==> src/include/spsh_pkg.sv <==
// Constants and helpers shared by the serial packet handler and its UART.
// Assumes one 25 MHz system clock; all timing counts derive from it.
package spsh_pkg;
  // Frame bytes
  localparam logic [7:0] SYNC_FF = 8'hFF;
  localparam logic [7:0] SYNC_LAST = 8'hFD;
  localparam logic [7:0] RSVD_BYTE = 8'h00;
  localparam logic [7:0] BCAST_ID = 8'hFE;
  localparam logic [7:0] MAX_UNIT_ID = 8'hFC;
  localparam logic [7:0] STATUS_INSTR = 8'h55;
  localparam logic [15:0] REQ_LEN_OVERHEAD = 16'h0003;
  localparam logic [15:0] STATUS_LEN_FIXED = 16'h0004;
  localparam int ALERT_BIT = 7;
  // Instruction codes
  localparam logic [7:0] INSTR_PING = 8'h01;
  localparam logic [7:0] INSTR_READ = 8'h02;
  localparam logic [7:0] INSTR_WRITE = 8'h03;
  localparam logic [7:0] INSTR_SHADOW = 8'h04;
  localparam logic [7:0] INSTR_COMMIT = 8'h05;
  localparam logic [7:0] INSTR_FACTORY = 8'h06;
  localparam logic [7:0] INSTR_REBOOT = 8'h08;
  // Error numbers
  localparam logic [6:0] ERR_NONE = 7'h00;
  localparam logic [6:0] ERR_PROCESS = 7'h01;
  localparam logic [6:0] ERR_INSTR = 7'h02;
  localparam logic [6:0] ERR_CRC = 7'h03;
  // Character framing
  localparam logic [3:0] UART_DATA_BITS = 4'h8;
  localparam logic [3:0] UART_STOP_BITS = 4'h1;
  localparam logic [3:0] UART_LAST_BIT = UART_DATA_BITS + UART_STOP_BITS;
  // Check code
  localparam logic [15:0] CRC_POLY = 16'h8005;
  localparam logic [15:0] CRC_INIT = 16'h0000;
  // Timing
  localparam int CLK_HZ = 25_000_000;
  localparam int RED_TIME_MS = 1000;
  localparam int RED_CYCLES = CLK_HZ / 1000 * RED_TIME_MS;
  localparam logic [15:0] BAUD_DIV_DEFAULT = 16'h00D9;

  // One byte of the check code, MSB first, no reflection
  function automatic logic [15:0] crc16_byte(input logic [15:0] crc, input logic [7:0] data);
    logic [15:0] c;
    c = crc ^ {data, 8'h00};
    for (int i = 0; i < 8; i++)
    begin
      c = c[15] ? ((c << 1) ^ CRC_POLY) : (c << 1);
    end
    return c;
  endfunction

  // Check code state after the three sync bytes
  localparam logic [15:0] SYNC_CRC =
    crc16_byte(crc16_byte(crc16_byte(CRC_INIT, SYNC_FF), SYNC_FF), SYNC_LAST);
endpackage

==> src/design/spsh_uart.sv <==
// Half-duplex 8N1 character engine for the shared serial line.
// Assumes rst_n is already synchronised and line_in is synchronous.
`timescale 1ns/100ps
module spsh_uart
  import spsh_pkg::*;
(
  input wire logic clk_sys, // System clock
  input wire logic rst_n, // Synchronised reset
  input wire logic [15:0] baud_div, // Clocks per bit
  input wire logic line_in, // Line level
  output logic line_out, // Line drive value
  output logic line_oe_n, // Low while driving
  output logic rx_valid, // Byte received pulse
  output logic [7:0] rx_data, // Received byte
  input wire logic tx_start, // Send request
  input wire logic [7:0] tx_data, // Byte to send
  output logic tx_busy // Sender active
);
  typedef struct packed {
    logic rx_busy;
    logic [15:0] rx_cnt;
    logic [3:0] rx_bit;
    logic [7:0] rx_sh;
    logic rx_valid;
    logic [7:0] rx_data;
    logic tx_busy;
    logic [15:0] tx_cnt;
    logic [3:0] tx_bit;
    logic [8:0] tx_sh;
    logic tx_out;
    logic tx_oe_n;
  } spsh_uart_st_t;

  spsh_uart_st_t r;
  spsh_uart_st_t next_r;

  // Receiver and sender; the receiver is deaf while we drive
  always_comb
  begin
    next_r = r;
    next_r.rx_valid = 1'b0;
    if (!r.rx_busy)
    begin
      if (!r.tx_busy && !line_in)
      begin
        next_r.rx_busy = 1'b1;
        next_r.rx_cnt = baud_div >> 1;
        next_r.rx_bit = 4'h0;
      end
    end
    else if (r.rx_cnt != 16'h0000)
      next_r.rx_cnt = r.rx_cnt - 16'h0001;
    else
    begin
      next_r.rx_cnt = baud_div - 16'h0001;
      next_r.rx_bit = r.rx_bit + 4'h1;
      if (r.rx_bit == 4'h0)
        next_r.rx_busy = !line_in; // Glitch, not a start bit
      else if (r.rx_bit <= UART_DATA_BITS)
        next_r.rx_sh = {line_in, r.rx_sh[7:1]};
      else
      begin
        next_r.rx_busy = 1'b0;
        next_r.rx_valid = line_in; // Framing error drops the byte
        next_r.rx_data = r.rx_sh;
      end
    end
    if (!r.tx_busy)
    begin
      if (tx_start)
      begin
        next_r.tx_busy = 1'b1;
        next_r.tx_sh = {1'b1, tx_data}; // Stop bit rides above the data
        next_r.tx_out = 1'b0;
        next_r.tx_oe_n = 1'b0;
        next_r.tx_cnt = baud_div - 16'h0001;
        next_r.tx_bit = 4'h0;
      end
    end
    else if (r.tx_cnt != 16'h0000)
      next_r.tx_cnt = r.tx_cnt - 16'h0001;
    else if (r.tx_bit == UART_LAST_BIT)
    begin
      next_r.tx_busy = 1'b0;
      next_r.tx_out = 1'b1;
      next_r.tx_oe_n = 1'b1; // Release the line after the stop bit
    end
    else
    begin
      next_r.tx_out = r.tx_sh[0];
      next_r.tx_sh = {1'b1, r.tx_sh[8:1]};
      next_r.tx_bit = r.tx_bit + 4'h1;
      next_r.tx_cnt = baud_div - 16'h0001;
    end
  end

  always_ff @(posedge clk_sys or negedge rst_n)
  begin
    if (!rst_n)
      r <= '{tx_out: 1'b1, tx_oe_n: 1'b1, default: '0};
    else
      r <= next_r;
  end

  assign line_out = r.tx_out;
  assign line_oe_n = r.tx_oe_n;
  assign rx_valid = r.rx_valid;
  assign rx_data = r.rx_data;
  assign tx_busy = r.tx_busy;
endmodule

==> src/design/spsh_packet_handler.sv <==
// Packet handler for the servo serial link: request parse, check, status reply.
// Assumes one clock, synchronous pins and an executor on the cmd/exec ports.
`timescale 1ns/100ps
module spsh_packet_handler
  import spsh_pkg::*;
#(
  parameter int RESP_DEPTH = 16,
  parameter int MAX_ARGS = 16,
  parameter int RED_TIME_CYCLES = RED_CYCLES
)
(
  input wire logic clk_sys, // System clock
  input wire logic reset_n, // Asynchronous reset, active low
  input wire logic line_in, // Serial line level
  output logic line_out, // Serial line drive value
  output logic line_oe_n, // Low while driving the line
  input wire logic [7:0] unit_id, // This unit's ID, 0..252
  input wire logic [15:0] baud_div, // Clocks per bit
  input wire logic hw_alert, // Hardware status shows a fault
  input wire logic servo_ok, // Green light state
  output logic arg_valid, // Argument byte pulse
  output logic arg_first, // First argument of a frame
  output logic [7:0] arg_data, // Argument byte
  output logic cmd_valid, // Checked request pulse
  output logic [7:0] cmd_instr, // Its instruction
  output logic cmd_broadcast, // It was broadcast
  input wire logic exec_wr, // Reply argument strobe
  input wire logic [7:0] exec_wdata, // Reply argument byte
  input wire logic exec_done, // Executor finished
  input wire logic [6:0] exec_err, // Executor error number
  output logic led_red, // Red indicator
  output logic led_green // Green indicator
);
  localparam int RA_W = $clog2(RESP_DEPTH);

  typedef enum logic [3:0] {
    ST_HUNT = 4'b0000,
    ST_HDR = 4'b0001,
    ST_INSTR = 4'b0011,
    ST_PARAM = 4'b0010,
    ST_CRCL = 4'b0110,
    ST_CRCH = 4'b0111,
    ST_EXEC = 4'b0101,
    ST_SEND = 4'b0100
  } spsh_state_t;

  typedef struct packed {
    spsh_state_t state;
    logic [1:0] sync_idx;
    logic [1:0] hcnt;
    logic [7:0] id;
    logic bcast;
    logic [15:0] len;
    logic [7:0] instr;
    logic [15:0] pcnt;
    logic toolong;
    logic first;
    logic [15:0] crc;
    logic [7:0] crc_lo;
    logic [6:0] err;
    logic [7:0] err_byte;
    logic pending;
    logic [7:0] wptr;
    logic [7:0] count;
    logic [7:0] tidx;
    logic [15:0] tcrc;
    logic tx_start;
    logic [7:0] tx_data;
    logic tx_pend;
    logic arg_valid;
    logic arg_first;
    logic [7:0] arg_data;
    logic cmd_valid;
    logic [7:0] cmd_instr;
    logic cmd_bcast;
    logic [31:0] led_cnt;
    logic led_done;
    logic led_red;
    logic led_green;
  } spsh_top_st_t;

  spsh_top_st_t r;
  spsh_top_st_t next_r;
  logic rst_meta;
  logic rst_n;
  logic rx_valid;
  logic [7:0] rx_data;
  logic tx_busy;
  logic [7:0] resp_mem [RESP_DEPTH];
  logic for_me;
  logic [15:0] rlen;
  logic [7:0] sbyte;
  logic [7:0] ridx;

  function automatic logic instr_known(input logic [7:0] i);
    return i inside {INSTR_PING, INSTR_READ, INSTR_WRITE, INSTR_SHADOW,
                     INSTR_COMMIT, INSTR_FACTORY, INSTR_REBOOT};
  endfunction

  function automatic logic is_write(input logic [7:0] i);
    return i == INSTR_WRITE || i == INSTR_SHADOW;
  endfunction

  function automatic logic zero_err(input logic [7:0] i);
    return i == INSTR_FACTORY || i == INSTR_REBOOT;
  endfunction

  // Reset release through two flops; assertion stays asynchronous
  always_ff @(posedge clk_sys or negedge reset_n)
  begin
    if (!reset_n)
    begin
      rst_meta <= 1'b0;
      rst_n <= 1'b0;
    end
    else
    begin
      rst_meta <= 1'b1;
      rst_n <= rst_meta;
    end
  end

  spsh_uart u_uart (
    .clk_sys(clk_sys),
    .rst_n(rst_n),
    .baud_div(baud_div),
    .line_in(line_in),
    .line_out(line_out),
    .line_oe_n(line_oe_n),
    .rx_valid(rx_valid),
    .rx_data(rx_data),
    .tx_start(r.tx_start),
    .tx_data(r.tx_data),
    .tx_busy(tx_busy)
  );

  // Reply arguments from the executor; no reset needed for data
  always_ff @(posedge clk_sys)
  begin
    if (exec_wr && r.wptr < 8'(RESP_DEPTH))
      resp_mem[r.wptr[RA_W-1:0]] <= exec_wdata;
  end

  // Status frame byte at the current send index
  assign for_me = (r.id == unit_id) || r.bcast;
  assign rlen = 16'(r.count) + STATUS_LEN_FIXED;
  assign ridx = r.tidx - 8'h09;
  always_comb
  begin
    case (r.tidx)
      8'h00, 8'h01: sbyte = SYNC_FF;
      8'h02: sbyte = SYNC_LAST;
      8'h03: sbyte = RSVD_BYTE;
      8'h04: sbyte = unit_id;
      8'h05: sbyte = rlen[7:0]; // Low byte first
      8'h06: sbyte = rlen[15:8];
      8'h07: sbyte = STATUS_INSTR;
      8'h08: sbyte = r.err_byte;
      default:
        if (r.tidx < r.count + 8'h09)
          sbyte = resp_mem[ridx[RA_W-1:0]];
        else if (r.tidx == r.count + 8'h09)
          sbyte = r.tcrc[7:0];
        else
          sbyte = r.tcrc[15:8];
    endcase
  end

  // Frame parser, executor hand-off, status sender and power-up light
  always_comb
  begin
    next_r = r;
    next_r.cmd_valid = 1'b0;
    next_r.arg_valid = 1'b0;
    next_r.arg_first = 1'b0;
    next_r.tx_start = 1'b0;
    // Red for a fixed time after reset, then green by state
    if (!r.led_done)
    begin
      if (r.led_cnt == 32'(RED_TIME_CYCLES - 1))
        next_r.led_done = 1'b1;
      else
        next_r.led_cnt = r.led_cnt + 32'h00000001;
    end
    next_r.led_red = !next_r.led_done;
    next_r.led_green = next_r.led_done && servo_ok;
    if (exec_wr && r.wptr < 8'(RESP_DEPTH))
      next_r.wptr = r.wptr + 8'h01;
    case (r.state)
      ST_HUNT:
        if (rx_valid)
        begin
          // A stray FF keeps the partial match alive
          next_r.crc = SYNC_CRC;
          case (r.sync_idx)
            2'h0: next_r.sync_idx = (rx_data == SYNC_FF) ? 2'h1 : 2'h0;
            2'h1: next_r.sync_idx = (rx_data == SYNC_FF) ? 2'h2 : 2'h0;
            2'h2:
              if (rx_data == SYNC_LAST)
              begin
                next_r.state = ST_HDR;
                next_r.hcnt = 2'h0;
                next_r.sync_idx = 2'h0;
              end
              else if (rx_data != SYNC_FF)
                next_r.sync_idx = 2'h0;
            default: next_r.sync_idx = 2'h0;
          endcase
        end
      ST_HDR:
        if (rx_valid)
        begin
          next_r.crc = crc16_byte(r.crc, rx_data);
          next_r.hcnt = r.hcnt + 2'h1;
          case (r.hcnt)
            2'h0: if (rx_data != RSVD_BYTE) next_r.state = ST_HUNT;
            2'h1:
            begin
              next_r.id = rx_data;
              next_r.bcast = (rx_data == BCAST_ID);
            end
            2'h2: next_r.len[7:0] = rx_data;
            default:
            begin
              next_r.len[15:8] = rx_data;
              next_r.pcnt = {rx_data, r.len[7:0]} - REQ_LEN_OVERHEAD;
              next_r.toolong = next_r.pcnt > 16'(MAX_ARGS);
              // Too short to hold an instruction and check code
              if ({rx_data, r.len[7:0]} < REQ_LEN_OVERHEAD)
                next_r.state = ST_HUNT;
              else
                next_r.state = ST_INSTR;
            end
          endcase
        end
      ST_INSTR:
        if (rx_valid)
        begin
          next_r.crc = crc16_byte(r.crc, rx_data);
          next_r.instr = rx_data;
          next_r.first = 1'b1;
          next_r.state = (r.pcnt == 16'h0000) ? ST_CRCL : ST_PARAM;
        end
      ST_PARAM:
        if (rx_valid)
        begin
          next_r.crc = crc16_byte(r.crc, rx_data);
          next_r.pcnt = r.pcnt - 16'h0001;
          // Foreign frames are parsed to stay in step but never forwarded
          if (for_me && !r.toolong)
          begin
            next_r.arg_valid = 1'b1;
            next_r.arg_first = r.first;
            next_r.arg_data = rx_data;
            next_r.first = 1'b0;
          end
          if (r.pcnt == 16'h0001)
            next_r.state = ST_CRCL;
        end
      ST_CRCL:
        if (rx_valid)
        begin
          next_r.crc_lo = rx_data;
          next_r.state = ST_CRCH;
        end
      ST_CRCH:
        if (rx_valid)
        begin
          next_r.wptr = 8'h00;
          if (!for_me)
            next_r.state = ST_HUNT;
          else
          begin
            next_r.state = ST_EXEC;
            if ({rx_data, r.crc_lo} != r.crc)
              next_r.err = ERR_CRC;
            else if (r.toolong)
              next_r.err = ERR_PROCESS;
            else if (!instr_known(r.instr) || (r.instr == INSTR_COMMIT && !r.pending))
              next_r.err = ERR_INSTR;
            else
            begin
              next_r.err = ERR_NONE;
              next_r.cmd_valid = 1'b1;
              next_r.cmd_instr = r.instr;
              next_r.cmd_bcast = r.bcast;
            end
          end
        end
      ST_EXEC:
        if (r.err != ERR_NONE || exec_done)
        begin
          // Range, length, limit and access errors come from the executor
          if (r.err == ERR_NONE)
            next_r.err = exec_err;
          next_r.count = (next_r.err == ERR_NONE) ? r.wptr : 8'h00;
          if (next_r.err == ERR_NONE && r.instr == INSTR_SHADOW)
            next_r.pending = 1'b1;
          if (next_r.err == ERR_NONE && r.instr == INSTR_COMMIT)
            next_r.pending = 1'b0;
          if (zero_err(r.instr))
            next_r.err_byte = 8'h00;
          else
            next_r.err_byte = {hw_alert, next_r.err};
          next_r.tidx = 8'h00;
          next_r.tcrc = CRC_INIT;
          next_r.tx_pend = 1'b0;
          if (r.bcast && is_write(r.instr))
            next_r.state = ST_HUNT;
          else
            next_r.state = ST_SEND;
        end
      ST_SEND:
        // One byte per character; the receiver stays deaf meanwhile
        if (r.tx_pend)
        begin
          if (tx_busy)
            next_r.tx_pend = 1'b0;
        end
        else if (!tx_busy)
        begin
          if (r.tidx == r.count + 8'h0B)
            next_r.state = ST_HUNT;
          else
          begin
            next_r.tx_start = 1'b1;
            next_r.tx_data = sbyte;
            next_r.tx_pend = 1'b1;
            next_r.tidx = r.tidx + 8'h01;
            if (r.tidx < r.count + 8'h09)
              next_r.tcrc = crc16_byte(r.tcrc, sbyte);
          end
        end
      default: next_r.state = ST_HUNT;
    endcase
  end

  always_ff @(posedge clk_sys or negedge rst_n)
  begin
    if (!rst_n)
      r <= '{state: ST_HUNT, led_red: 1'b1, default: '0};
    else
      r <= next_r;
  end

  assign arg_valid = r.arg_valid;
  assign arg_first = r.arg_first;
  assign arg_data = r.arg_data;
  assign cmd_valid = r.cmd_valid;
  assign cmd_instr = r.cmd_instr;
  assign cmd_broadcast = r.cmd_bcast;
  assign led_red = r.led_red;
  assign led_green = r.led_green;
endmodule

==> config.mk <==
export PLATFORM = sky130hd
export DESIGN_NAME = spsh_packet_handler
export DESIGN_NICKNAME = d
export VERILOG_FILES = /design/src/include/spsh_pkg.sv /design/src/design/spsh_uart.sv /design/src/design/spsh_packet_handler.sv
export SDC_FILE = /design/constraint.sdc
export NUM_CORES = 1
export LEC_CHECK = 0
export BUFFER_PORTS_ARGS = -buffer_cell sky130_fd_sc_hd__buf_4
export CAP_MARGIN = 20
export CORE_UTILIZATION = 39
export CTS_CLUSTER_SIZE = 12
export DETAILED_ROUTE_END_ITERATION = 10
export GPL_TIMING_DRIVEN = 0
export PLACE_DENSITY = 0.55
export SLEW_MARGIN = 0
export SYNTH_ARGS = -nofsm -noshare
export SYNTH_HDL_FRONTEND = slang
export SYNTH_HIERARCHICAL = 1
export SYNTH_SLANG_ARGS = --single-unit
==> constraint.sdc <==
create_clock -name clk_sys -period 19.5 [get_ports clk_sys]
set_clock_uncertainty 0.2 [all_clocks]
set_input_delay 1.95 -clock clk_sys [delete_from_list [all_inputs] [get_ports clk_sys]]
set_output_delay 1.95 -clock clk_sys [all_outputs]
set_load 0.01 [all_outputs]
* Yosys cells after proc, flatten, opt, wreduce, memory -nomap -nowiden
Memories as Yosys holds them, arrays and structs flattened.
Index checks and enable logic that the tools add are counted.
** Cells by class
- Add/sub/neg operators :: 15
- $mul :: 0
- Div/mod/pow operators :: 0
- Magnitude comparators :: 5
- Eq/ne operators :: 63
- Shift-type cells :: 0
- Mux-type cells :: 123
- Bitwise gates (word level) :: 30
- Reduce and logical (&&, ||, !) cells :: 72
** Operator list (number)
- 16-bit 2-to-1 mux :: 23
- 10-bit 2-to-1 mux :: 9
- 8-bit 2-to-1 mux :: 11
- 17-bit 2-to-1 mux :: 5
- 34-bit 2-to-1 mux :: 2
- 32-bit 2-to-1 mux :: 2
- 16-bit one-hot mux with 4 select lines :: 1
- 8-bit one-hot mux with 8 select lines :: 1
- 16-bit by 1-bit subtractor with 16-bit output (second input constant) :: 4
- 21-bit 2-to-1 mux :: 3
- 8-bit by 3-bit equality test with 1-bit output (second input constant) :: 7
- 4-bit 2-to-1 mux :: 13
- 7-bit 2-to-1 mux :: 7
- 3-bit inverter :: 16
- 24-bit one-hot mux with 2 select lines :: 1
- 9-bit 2-to-1 mux :: 4
- 33-bit 2-to-1 mux :: 1
- 32-bit by 1-bit adder with 32-bit output (second input constant) :: 1
- 32-bit by 25-bit equality test with 1-bit output (second input constant) :: 1
- 8-bit by 2-bit equality test with 1-bit output (second input constant) :: 4
- 2-bit inequality test (second input constant) :: 16
- 16-bit one-hot mux with 2 select lines :: 1
- 4-bit one-hot mux with 8 select lines :: 1
- 16-bit nonzero test :: 2
- other kinds (61) :: 172
** Storage, ports and cells
- Bits in registers :: 276
- Bits in latches :: 0
- Bits in writable memories :: 128
- Memory bits (read-only) :: 0
- Input port bits :: 46
- Output and inout port bits :: 24
- Memories :: 1
** Memories
- resp_mem :: words 16, bits a word 8, read ports 1, clocked after memory_dff 0, wr ports 1, line spsh_packet_handler.sv:89 : logic [7:0] resp_mem [RESP_DEPTH];

* Depth between registers and ports, before layout
- Depth after elaboration :: 27
- Gate-level depth with buffers :: 18
- Mapped depth without buffers :: 16

* Modules after synthesis
The synthesis kept the hierarchy.
** Modules (own cells, without submodules)
- spsh_packet_handler :: times used 1, cells each 1306, area an instance 15676.3 sq um, sequential area each 8774.7 sq um
- spsh_uart :: times used 1, cells each 459, area an instance 4319.1 sq um, sequential area each 1754.2 sq um

* Worst setup path before layout
No wires, ideal clock.
- Path type :: register to register
- Start point :: register r[81] (netlist name)
- End point :: register r[80] (netlist name)
- Library setup time :: 0.122 ns
- Data arrival time :: 4.093 ns
- Data required time :: 19.178 ns
- Setup slack :: 15.084 ns
- Stages on the path, launching flop included :: 17
- Buffers on the path :: 5
- Period minus slack after synthesis :: 4.416 ns
- Path through :: dfrtp_1 buf_6 buf_6 buf_2 inv_1 ha_1 clkbuf_1 clkbuf_1 mux4_2 mux4_2 nor3_1 o31a_1 xnor2_1 xnor2_1 xnor3_1 xnor3_1 o21ai_1

==> summary.txt <==
Floorplanning
  • IO Pins: 70
  • Starting density of the core: 39.7%
  • Core area: 0.0504 mm2
  • DIE AREA: 0.0522 mm2
  • Die Ht: 228 um
  • # rows: 82
  • Die W: 228 um

GRT
  • Met3 usage: 2.68%
  • First-pass GRT wire length: 79500 um
  • Met2 usage in global routing: 30.8%
  • Global Route Usage Sum: 19.1%
  • Gr busiest metal: met2
  • Initial antenna violation count: 0
  • Overflow after GRT: 0
  • GR Layer Usage met1: 27.1%
  • Largest net degree at the start of global routing: 69
  • Vias in the first global route: 14148

Power
  • LEAKAGE: 9.30 nW
  • Total power: 1.85 mW
  • Peak supply drop: 0.0721 mV
  • Cell area power density: 80.7 mW/mm2

Timing
  • Fin. Hold Viols: 0
  • Hold WS: 0.113 ns
  • # setup viols final: 0
  • Least-Margin Pin Slew: 0.991 ns
  • Final period utilization: 27.4%
  • Total negative slack: 0 ns
  • Slew headroom: 33.3%
  • Tmin final: 5.35 ns
  • Setup WS post-layout: 14.15 ns
  • RSZ-0062 raised after global routing: false
  • Slew Limit Fails: 0
  • Max Fclk: 187 MHz

Critical path
  • Worst setup EP type: register
  • Max stage delay on crit path: 0.54 ns
  • Worst r2r dst: r[80]
  • Worst r2r path cells: 16
  • Startpoint Class: register
  • Setup CP Type: register to register
  • Critical Path RT: 19.75 ns
  • Crit-path slowest cell: clkbuf_1
  • Critical path peak fanout: 10
  • Crit path DAT: 5.60 ns
  • Reg2Reg Launch Point: r[81]
  • Setup slack, reg-to-reg: 14.15 ns
  • Critical path, cell by cell: buf_6, buf_6, buf_2, inv_1, ha_1, clkbuf_1, clkbuf_1, mux4_2, mux4_2, nor3_1, o31a_1, xnor2_1, xnor2_1, xnor3_1, xnor3_1, o21ai_1

Finish
  • Fin area: 0.0229 mm2
  • Fill cells: 4680
  • Post-layout util: 45.5%
  • Share of cells above drive strength 1: 16.0%
  • Multi-input logic area: 0.00880 mm2
  • Diode count: 0
  • Nets: 1973
  • Reg area: 0.0105 mm2
  • Non-Filler Instances: 2596
  • Area grow syn2layout: 14.6%

Synth
  • Post-synthesis cell type count: 86
  • Largest area contributor in the netlist: dfrtp_1
  • Post-synth EDFFs: 128
  • Gate Count Post-Synth: 1765
  • Syn Area/Cell: 11.3 um2
  • Flops & latches, synth: 395
  • Most frequent cell after synthesis: dfrtp_1
  • Synth Warn #: 6
  • Mapped cell area: 0.0200 mm2
  • Post-synthesis sequential area ratio: 52.7%
  • Synth area leaders: dfrtp_1, edfxtp_1, mux4_2, xnor2_1, mux2_2
  • Commonest cells post-synth: dfrtp_1, nand2_1, nor2_1, edfxtp_1, o21ai_0
  • Post-synthesis async set-or-reset flop share: 67.6%
  • Share of the synthesized area in the top cell type: 33.0%
  • Net count after synthesis: 1851
  • Main synth FF type: dfrtp_1

Clock tree
  • Post-CTS setup buffers: 0
  • Cts hold-fix bufs: 0
  • Clock Root Buffer: clkbuf_16
  • CTS Buffer Depth: 3
  • CTS tree: built
  • CTS Buf Count: 45
  • Worst-path clk slew: 0.06 ns
  • Post-CTS sizing: 0
  • TritonCTS Sinks: 395
  • Max H-tree Level: 2
  • Latest clock arrival within the worst-skew pair: 0.58 ns

Run status
  • Outcome: complete, no violations

Run
  • Max-Cap Viols: 0

Routing
  • Pre-antenna DRT Iters: 5
  • 1st-iter DRT viols: 1000
  • Via count: 14159
  • Vias per cell: 5.45
  • Post-route ant nets: 0
  • Wire per inst: 19.0 um
  • Routed Wire Length: 49300 um
  • Remaining DRCs: 0

Placed design
  • Post-Place Cells: 2510
  • Placed cell areas: 0.0215 mm2
  • Placed wire-length estimate: 34500 um
  • Post-Place Setup Slack: 14.08 ns
  • Port Buf Inserts: 69
  • Global placer's final weighted congestion: 0.886

Hold path
  • Hold WC Path Type: register to asynchronous set/reset pin
==> worst max path at each step <==
stage          depth (start not counted)  start  slack [ns]     endpoint
2_1_floorplan                          0  rst_n       11.31  arg_data[0]
3_3_place_gp                           0  rst_n        7.75       r[151]
3_5_place_dp                          16  r[81]       14.08        r[80]
4_1_cts                               16  r[81]       14.05        r[80]
5_1_grt                               16  r[81]       13.76        r[80]
6_report                              16  r[81]       14.15        r[80]
==> flip-flops by register name, summed over array words and instances, names as in the netlist <==
name              flops
u_uart/rx_data        8
u_uart/r             58
r                   173
led_red               1
u_uart/rx_valid       1
u_uart/line_oe_n      1
u_uart/tx_busy        1
arg_valid             1
arg_first             1
cmd_broadcast         1
cmd_instr             8
u_uart/line_out       1
rst_meta              1
resp_mem            128
cmd_valid             1
led_green             1
arg_data              8
rst_n                 1
==> layout make-up <==
| type | instances | area share [%] |
|---|---|---|
| plain buffers | 103 | 2.25 |
| clock buffers | 68 | 5.70 |
| clock inverters | 16 | 0.519 |
| inverters | 40 | 0.655 |
| multi-input cells | 1227 | 38.4 |
| flip-flops and latches | 395 | 46.0 |
| well taps | 672 | 3.67 |
| repair buffers | 75 | 2.81 |
==> where the power goes <==
part / leakage [nW] / switching (mW) / internal [mW]
clock network: 0.693 / 0.342 / 0.477
registers: 4.64 / 0.0273 / 0.890
logic: 3.97 / 0.0681 / 0.0441
total: 9.30 / 0.437 / 1.41
==> critical path: cells and delay by family, from the launching register on <==
family                   cells  cell delay, ns
buffers and inverters        6            1.72
flip-flops                   1            0.40
multiplexers                 2            0.96
adder cells (fa/ha/maj)      1            0.30
AND/OR/NAND/NOR              1            0.20
AO/OA/AOI/OAI                2            0.28
XOR/XNOR                     4            1.16
==> routing by layer <==
layer  vias to the layer above  part of all wire (%)
met2                       298                    47
met5                         -                     0
met1                      7097                    47
met3                        58                   4.1
met4                         0                   1.5
li1                       6706                     -
==> cell usage in the layout (no fill, tap or decap), drive strengths merged, types with 32 or more instances in the layout <==
cell	instances
ha	40
nand3	43
edfxtp	128
mux2	61
o21ai	109
inv	41
nor3	39
clkbuf	132
buf	114
nand2	158
dfrtp	264
a21oi	73
mux4	40
xor2	53
nor2	134
xnor2	98
nand4	32
==> cell families after synthesis <==
family	after synthesis	share of synthesized area [%]
and+or+nand+nor	578	14.6
DFF	395	52.7
adders and majority gates	40	2.50
buffers and inverters	143	3.33
other	1	0.0188
muxes	121	9.09
xor gates and xnor gates	153	6.91
AOI/OAI and AO/OA	334	10.9
Note: power is estimated with default switching activity, not from simulation.
